File: config.mk
export PLATFORM = sky130hd
export DESIGN_NAME = adcp_top
export DESIGN_NICKNAME = d
export VERILOG_FILES = /design/src/pkg/adcp_pkg.sv /design/src/hw/adcp_quant.sv /design/src/hw/adcp_top.sv
export VERILOG_INCLUDE_DIRS = /design/src /design/src/pkg
export SDC_FILE = /design/constraint.sdc
export NUM_CORES = 1
export LEC_CHECK = 0
export BUFFER_PORTS_ARGS = -buffer_cell sky130_fd_sc_hd__buf_2
export CORE_MARGIN = 5
export CORE_UTILIZATION = 57
export CTS_CLUSTER_SIZE = 24
export DETAILED_ROUTE_END_ITERATION = 16
export GPL_TIMING_DRIVEN = 0
export PLACE_DENSITY_LB_ADDON = 0.12
export SLEW_MARGIN = 5
export SYNTH_ARGS = -nofsm -noshare
export SYNTH_HDL_FRONTEND = slang
export SYNTH_SLANG_ARGS = --single-unit
File: constraint.sdc
create_clock -name ref_clk_in -period 111.5 [get_ports ref_clk_in]
set_input_delay 27.875 -clock ref_clk_in [delete_from_list [all_inputs] [get_ports ref_clk_in]]
set_output_delay 27.875 -clock ref_clk_in [all_outputs]
set_load 0.01 [all_outputs]
File: src/pkg/adcp_defs.svh
// Constants for the converter output pipeline model
`ifndef ADCP_DEFS_SVH
`define ADCP_DEFS_SVH

`define ADCP_CODE_W        8
`define ADCP_IN_W          10
`define ADCP_LATENCY       6
`define ADCP_CODE_ZERO     8'h00
`define ADCP_CODE_FULL     8'hFF
`define ADCP_CLK_PERIOD_PS 25000
`define ADCP_WAKE_NS       1000
`define ADCP_WAKE_CYC      ((`ADCP_WAKE_NS * 1000 + `ADCP_CLK_PERIOD_PS - 1) / `ADCP_CLK_PERIOD_PS)

`endif

File: src/pkg/adcp_pkg.sv
// Types for the converter output pipeline model
`default_nettype none
`include "adcp_defs.svh"

package adcp_pkg;
   typedef logic [`ADCP_CODE_W-1:0] adcp_code_t;

   typedef enum logic [2:0] {
      ADCP_ST_RUN   = 3'b001,
      ADCP_ST_SLEEP = 3'b010,
      ADCP_ST_WAKE  = 3'b100
   } adcp_state_t;
endpackage : adcp_pkg

`default_nettype wire

File: src/hw/adcp_quant.sv
// Combinational quantiser of one sampled level against the ladder
`timescale 1ns/1ps
`default_nettype none
`include "adcp_defs.svh"

module adcp_quant #(
   parameter int IN_W = `ADCP_IN_W
) (
   input  wire logic [IN_W-1:0]     level_in,
   input  wire logic [IN_W-1:0]     top_in,
   input  wire logic [IN_W-1:0]     bot_in,
   output var  adcp_pkg::adcp_code_t code_out
);
   import adcp_pkg::*;

   localparam int W = `ADCP_CODE_W;

   logic [IN_W-1:0]   diff;
   logic [IN_W-1:0]   span;
   logic [IN_W+W-1:0] num;
   logic [IN_W+W-1:0] quo;

   assign diff = level_in - bot_in;
   assign span = top_in - bot_in;
   // Scale by full code with rounding to nearest step
   assign num  = ({{W{1'b0}}, diff} << W) - {{W{1'b0}}, diff}
               + {{(W+1){1'b0}}, span[IN_W-1:1]};
   assign quo  = (span == '0) ? '0 : num / {{W{1'b0}}, span};

   always_comb begin
      if (level_in < bot_in) begin
         code_out = `ADCP_CODE_ZERO;
      end else if (level_in > top_in) begin
         code_out = `ADCP_CODE_FULL;
      end else if (top_in <= bot_in) begin
         // Collapsed ladder: no usable span
         code_out = `ADCP_CODE_ZERO;
      end else begin
         code_out = quo[W-1:0];
      end
   end
endmodule : adcp_quant

`default_nettype wire

File: src/hw/adcp_top.sv
// Output pipeline model of an 8-bit sampling converter
// Notes on behaviour
// - In-range input quantised to eight bit code
// - Input below bottom reference gives all zeros
// - Input above top reference gives all ones
// - Code appears six clocks after capture edge
// - One conversion per clock while clock runs and not asleep
// - Straight binary, bottom zero, top full code
// - Converts only while sleep request is low
// - Sleep holds last converted code on bus
// - Stopped clock keeps last code on bus
`timescale 1ns/1ps
`default_nettype none
`include "adcp_defs.svh"

module adcp_top #(
   parameter int IN_W     = `ADCP_IN_W,
   parameter int LATENCY  = `ADCP_LATENCY,
   parameter int WAKE_CYC = `ADCP_WAKE_CYC
) (
   input  wire logic                  ref_clk_in,
   input  wire logic                  resetn_in,
   input  wire logic                  clk_en_in,
   input  wire logic [IN_W-1:0]       analog_in,
   input  wire logic [IN_W-1:0]       ladder_top_reference_in,
   input  wire logic [IN_W-1:0]       ladder_bottom_reference_in,
   input  wire logic                  sleep_request_in,
   output var  adcp_pkg::adcp_code_t  code_out,
   output logic                       code_valid_out,
   output logic                       low_power_out
);
   import adcp_pkg::*;

   localparam int NSTG  = LATENCY - 1;
   localparam int CNT_W = $clog2(WAKE_CYC + 1);
   localparam int RF_W  = $clog2(NSTG + 1);

   logic [IN_W-1:0] lvl_s1_q;
   logic [IN_W-1:0] lvl_s2_q;
   logic [IN_W-1:0] top_s1_q;
   logic [IN_W-1:0] top_s2_q;
   logic [IN_W-1:0] bot_s1_q;
   logic [IN_W-1:0] bot_s2_q;
   logic            slp_s1_q;
   logic            slp_s2_q;
   logic            run;
   adcp_code_t      code_c;
   adcp_code_t      pipe_q [0:NSTG-1];
   logic [NSTG-1:0] vld_q;
   adcp_state_t     st_q;
   adcp_state_t     st_d;
   logic [CNT_W-1:0] cnt_q;
   logic [RF_W-1:0]  refill_q;

   // Capture edge doubles as first synchroniser stage for pin levels
   always_ff @(posedge ref_clk_in or negedge resetn_in) begin
      if (!resetn_in) begin
         lvl_s1_q <= '0;
         lvl_s2_q <= '0;
         top_s1_q <= '0;
         top_s2_q <= '0;
         bot_s1_q <= '0;
         bot_s2_q <= '0;
      end else if (clk_en_in) begin
         lvl_s1_q <= analog_in;
         lvl_s2_q <= lvl_s1_q;
         top_s1_q <= ladder_top_reference_in;
         top_s2_q <= top_s1_q;
         bot_s1_q <= ladder_bottom_reference_in;
         bot_s2_q <= bot_s1_q;
      end
   end

   always_ff @(posedge ref_clk_in or negedge resetn_in) begin
      if (!resetn_in) begin
         slp_s1_q <= 1'b0;
         slp_s2_q <= 1'b0;
      end else if (clk_en_in) begin
         slp_s1_q <= sleep_request_in;
         slp_s2_q <= slp_s1_q;
      end
   end

   // Sleep takes effect two clocks after the pin rises, so the held
   // code is the last one finished before the synchronised request
   assign run = clk_en_in & ~slp_s2_q;

   adcp_quant #(
      .IN_W (IN_W)
   ) u_quant (
      .level_in (lvl_s2_q),
      .top_in   (top_s2_q),
      .bot_in   (bot_s2_q),
      .code_out (code_c)
   );

   generate
      for (genvar i = 0; i < NSTG; i++) begin : g_stage
         always_ff @(posedge ref_clk_in or negedge resetn_in) begin
            if (!resetn_in) begin
               pipe_q[i] <= `ADCP_CODE_ZERO;
            end else if (run) begin
               pipe_q[i] <= (i == 0) ? code_c : pipe_q[(i == 0) ? 0 : i-1];
            end
         end

         always_ff @(posedge ref_clk_in or negedge resetn_in) begin
            if (!resetn_in) begin
               vld_q[i] <= 1'b0;
            end else if (clk_en_in && slp_s2_q) begin
               // Sleep wipes every stage so stale words never pass as valid
               vld_q[i] <= 1'b0;
            end else if (run) begin
               vld_q[i] <= (i == 0) ? (st_q == ADCP_ST_RUN) : vld_q[(i == 0) ? 0 : i-1];
            end
         end
      end
   endgenerate

   // Power state; wake hold covers the settling time after sleep
   always_comb begin
      st_d = st_q;
      case (st_q)
         ADCP_ST_RUN: begin
            if (slp_s2_q) st_d = ADCP_ST_SLEEP;
         end
         ADCP_ST_SLEEP: begin
            if (!slp_s2_q) st_d = ADCP_ST_WAKE;
         end
         ADCP_ST_WAKE: begin
            if (slp_s2_q) begin
               st_d = ADCP_ST_SLEEP;
            end else if (cnt_q == '0) begin
               st_d = ADCP_ST_RUN;
            end
         end
         default: st_d = ADCP_ST_RUN;
      endcase
   end

   always_ff @(posedge ref_clk_in or negedge resetn_in) begin
      if (!resetn_in) begin
         // Sync stages hold stale levels after reset; a short wake
         // hold keeps those from being flagged as converted codes
         st_q <= ADCP_ST_WAKE;
      end else if (clk_en_in) begin
         st_q <= st_d;
      end
   end

   always_ff @(posedge ref_clk_in or negedge resetn_in) begin
      if (!resetn_in) begin
         cnt_q <= CNT_W'(1);
      end else if (clk_en_in) begin
         if (st_q == ADCP_ST_SLEEP) begin
            cnt_q <= CNT_W'(WAKE_CYC - 1);
         end else if (st_q == ADCP_ST_WAKE && cnt_q != '0) begin
            cnt_q <= cnt_q - 1'b1;
         end
      end
   end

   // Run edges since entering run, saturating at the stage count
   always_ff @(posedge ref_clk_in or negedge resetn_in) begin
      if (!resetn_in) begin
         refill_q <= '0;
      end else if (clk_en_in) begin
         if (st_q != ADCP_ST_RUN) begin
            refill_q <= '0;
         end else if (run && refill_q != RF_W'(NSTG)) begin
            refill_q <= refill_q + 1'b1;
         end
      end
   end

   assign code_out       = pipe_q[NSTG-1];
   assign code_valid_out = vld_q[NSTG-1];
   assign low_power_out  = (st_q == ADCP_ST_SLEEP);
endmodule : adcp_top

`default_nettype wire

==> run summary <==
Hold bufs inserted after CTS -> 0
Initial Utilization -> 57.7%
Required time worst endpoint -> 111.73 ns
Total gr overflow -> 0
Final instance area -> 15200 sq um
Setup tns final -> 0 ns
Largest net degree at the start of global routing -> 92
Row Count -> 57
Run status -> finished, final reports clean
Die Footprint -> 27700 sq um
Synth Area per Inst -> 8.06 sq um
Top_reg_cell synth -> dfrtp_1
Crit path DAT -> 48.64 ns
Max_slew headroom -> 21.0%
Max Freq -> 0.0207 GHz
CTS tree -> yes
Post-CTS Resized -> 0
Hold Path Class -> flop to flop
Most common cell after layout, fill and taps aside -> nand2_1
Placed cell areas -> 14600 sq um
Max Cap Viol -> 0
Async SR Flop Fraction -> 100%
DP HPWL -> 27.0 mm
Period utilization -> 43.4%
Port bufs -> 42
CTS clk-pin slew, worst paths -> 0.06 ns
Routed WL per cell -> 16.3 um
CP max stage delay -> 1.00 ns
Most frequent cells in the layout -> nand2_1 (238), ha_1 (194), nor2_1 (127)
TritonCTS Sinks -> 116
Startpoint types -> flop
Post-route minimum period -> 48.41 ns
NumNets Final -> 2024
Gate Count Post-Synth -> 1730
Die Ht -> 166 um
Storage cell area -> 2910 sq um
Seq/Total Area, Yosys -> 20.8%
Syn Nets -> 1962
Worst-Margin Slew -> 1.15 ns
Post-synth top area share -> 20.4%
Yosys cell types -> 101
TritonRoute pass-1 iters -> 5
Ant diodes -> 0
Worst-Skew Late Latency -> 0.41 ns
Final-report hold violation count -> 0
Area added between synthesis and finish -> 9.00%
Slowest stage cell, crit path -> a2111oi_0
Fillers -> 2200
Postcts setup bufs -> 0
Gr usage total -> 24.8%
CP Class -> flop to flop
CTS Buffer Depth -> 2
Post-route clock skew -> 0.0111 ns
Synthesized cell area -> 14000 sq um
GP Congestion -> 0.902
I/O pin total -> 44
DR vias/cell -> 6.11
CTS buffer count -> 17
Starting DRT DRC Count -> 846
Core footprint -> 24200 sq um
Synth area leaders -> dfrtp_1 (20%), ha_1 (17%), nand2_1 (6.4%), mux2_2 (5.7%), o21ai_0 (3.9%)
CP endpoint kind -> flop
Root Buffer -> clkbuf_16
Max Transition Viols Final -> 0
Total wire length -> 34.8 mm
Yosys reg bits -> 116
Via count -> 13016
EDFF count, synth -> 0
Share of layout cells above drive strength 1 -> 11.9%
Htree depth -> 4
Cell with the most instances on the worst path -> o21a_1
Worst-path fanout max -> 10
RSZ-0062 raised after global routing -> no
Initial antenna violation count -> 0
Yosys Warn Count -> 0
DR DRC count -> 0
Worst hold margin -> 0.460 ns
Vias in the first global route -> 12669
Multi-input gate area -> 10500 sq um
Post-route ant nets -> 0
Global-route wire length before repair -> 59.3 mm
Setup violators final -> 0
Synth area leader -> dfrtp_1
Die width -> 166 um
[synthesized netlist by cell type (5+ instances only)]
| cell | n |
|---|---|
| o21a_1 | 56 |
| nor4_1 | 7 |
| nand4_1 | 12 |
| nand3b_1 | 5 |
| nor3b_1 | 7 |
| a21o_1 | 41 |
| a211oi_1 | 14 |
| buf_4 | 10 |
| o31ai_1 | 25 |
| o21ai_0 | 109 |
| nand2_1 | 238 |
| nor2b_1 | 19 |
| mux2i_1 | 9 |
| a31oi_1 | 16 |
| and2_1 | 16 |
| o21ai_1 | 6 |
| a2111oi_0 | 5 |
| a41oi_1 | 5 |
| or3_1 | 19 |
| xnor2_1 | 51 |
| or2_2 | 10 |
| o211a_1 | 8 |
| nand2b_1 | 25 |
| inv_1 | 90 |
| nand3_1 | 31 |
| a21boi_0 | 11 |
| a22oi_1 | 5 |
| and3_1 | 17 |
| nor3_1 | 60 |
| dfrtp_1 | 114 |
| nor2_1 | 127 |
| a21oi_1 | 103 |
| o211ai_1 | 13 |
| mux2_2 | 71 |
| buf_2 | 5 |
| clkbuf_1 | 29 |
| a22o_1 | 5 |
| ha_1 | 194 |
| a211o_1 | 9 |
| xor2_1 | 26 |
[worst max-delay path: cells and delay by family, from the launching register on]
kind            cells  cell delay, ns
flops               1            0.35
simple gates       56           11.47
mux                 5            1.15
fa+ha+maj          21            6.70
compound gates    107           24.65
buf+inv            14            3.77
[sequential cells by signal (all words and copies together) (netlist names)]
register and count:
pipe_q 32, slp_s2_q 1, lvl_s2_q 10, code_out 8, slp_s1_q 1, vld_q 4
top_s1_q 10, bot_s2_q 10, st_q 3, code_valid_out 1, bot_s1_q 10, lvl_s1_q 10
top_s2_q 10, cnt_q 6
[area by class of cell]
class | instances | area share [%]
Buffer | 45 | 1.45
Multi-Input combinational cell | 1476 | 68.9
Tap cell | 324 | 2.67
Clock buffer | 17 | 2.80
Timing Repair Buffer | 43 | 1.60
Sequential cell | 116 | 19.1
Inverter | 93 | 2.30
Clock inverter | 15 | 1.18
[worst paths after layout]
| check | end | from | cells past startpoint | slack, ns |
|---|---|---|---|---|
| worst max-delay path | pipe_q[32] | bot_s2_q[4] | 203 | 63.09 |
| worst min-delay path | pipe_q[20] | pipe_q[28] | 2 | 0.46 |
| worst max register to register | pipe_q[32] | bot_s2_q[4] | 203 | 63.09 |
| worst min register to register | pipe_q[20] | pipe_q[28] | 2 | 0.46 |
| max in group asynchronous | lvl_s2_q[4] | resetn_in | 2 | 83.46 |
| min in group asynchronous | code_out[6] | resetn_in | 1 | 27.33 |
[routing by layer]
metal / vias to the layer above / wire length [um] / part of all wire, % / GRT usage [%]
li1: 6477 / - / - / -
met1: 6157 / 16200 / 46 / 33.1
met2: 332 / 16500 / 47 / 42.5
met3: 50 / 1410 / 4.1 / 2.42
met4: 0 / 722 / 2.1 / 7.83
met5: - / 0 / 0 / 0
[per-stage QoR]
| step | cells | setup WS [ns] | utilization, % |
|---|---|---|---|
| 2_1_floorplan | 1730 | 72.10 | - |
| 3_3_place_gp | 2096 | 64.69 | 60.2 |
| 3_5_place_dp | 2097 | 64.18 | 60.4 |
| 4_1_cts | 2129 | 63.94 | 62.9 |
| 5_1_grt | 2129 | 58.77 | 62.9 |
| 6_report | 2129 | 63.09 | 62.9 |
[cell families after synthesis]
logic type               synth area share (%)
AND/OR/NAND/NOR                          20.8
AO/OA/AOI/OAI                            24.3
adder cells (fa/ha/maj)                  18.0
multiplexers                             7.04
XOR/XNOR                                 4.95
flip-flops                               20.8
buffers and inverters                    4.08
Power is not shown: default switching activity piles up to over one toggle a cycle in this logic, so the estimate is an artifact.
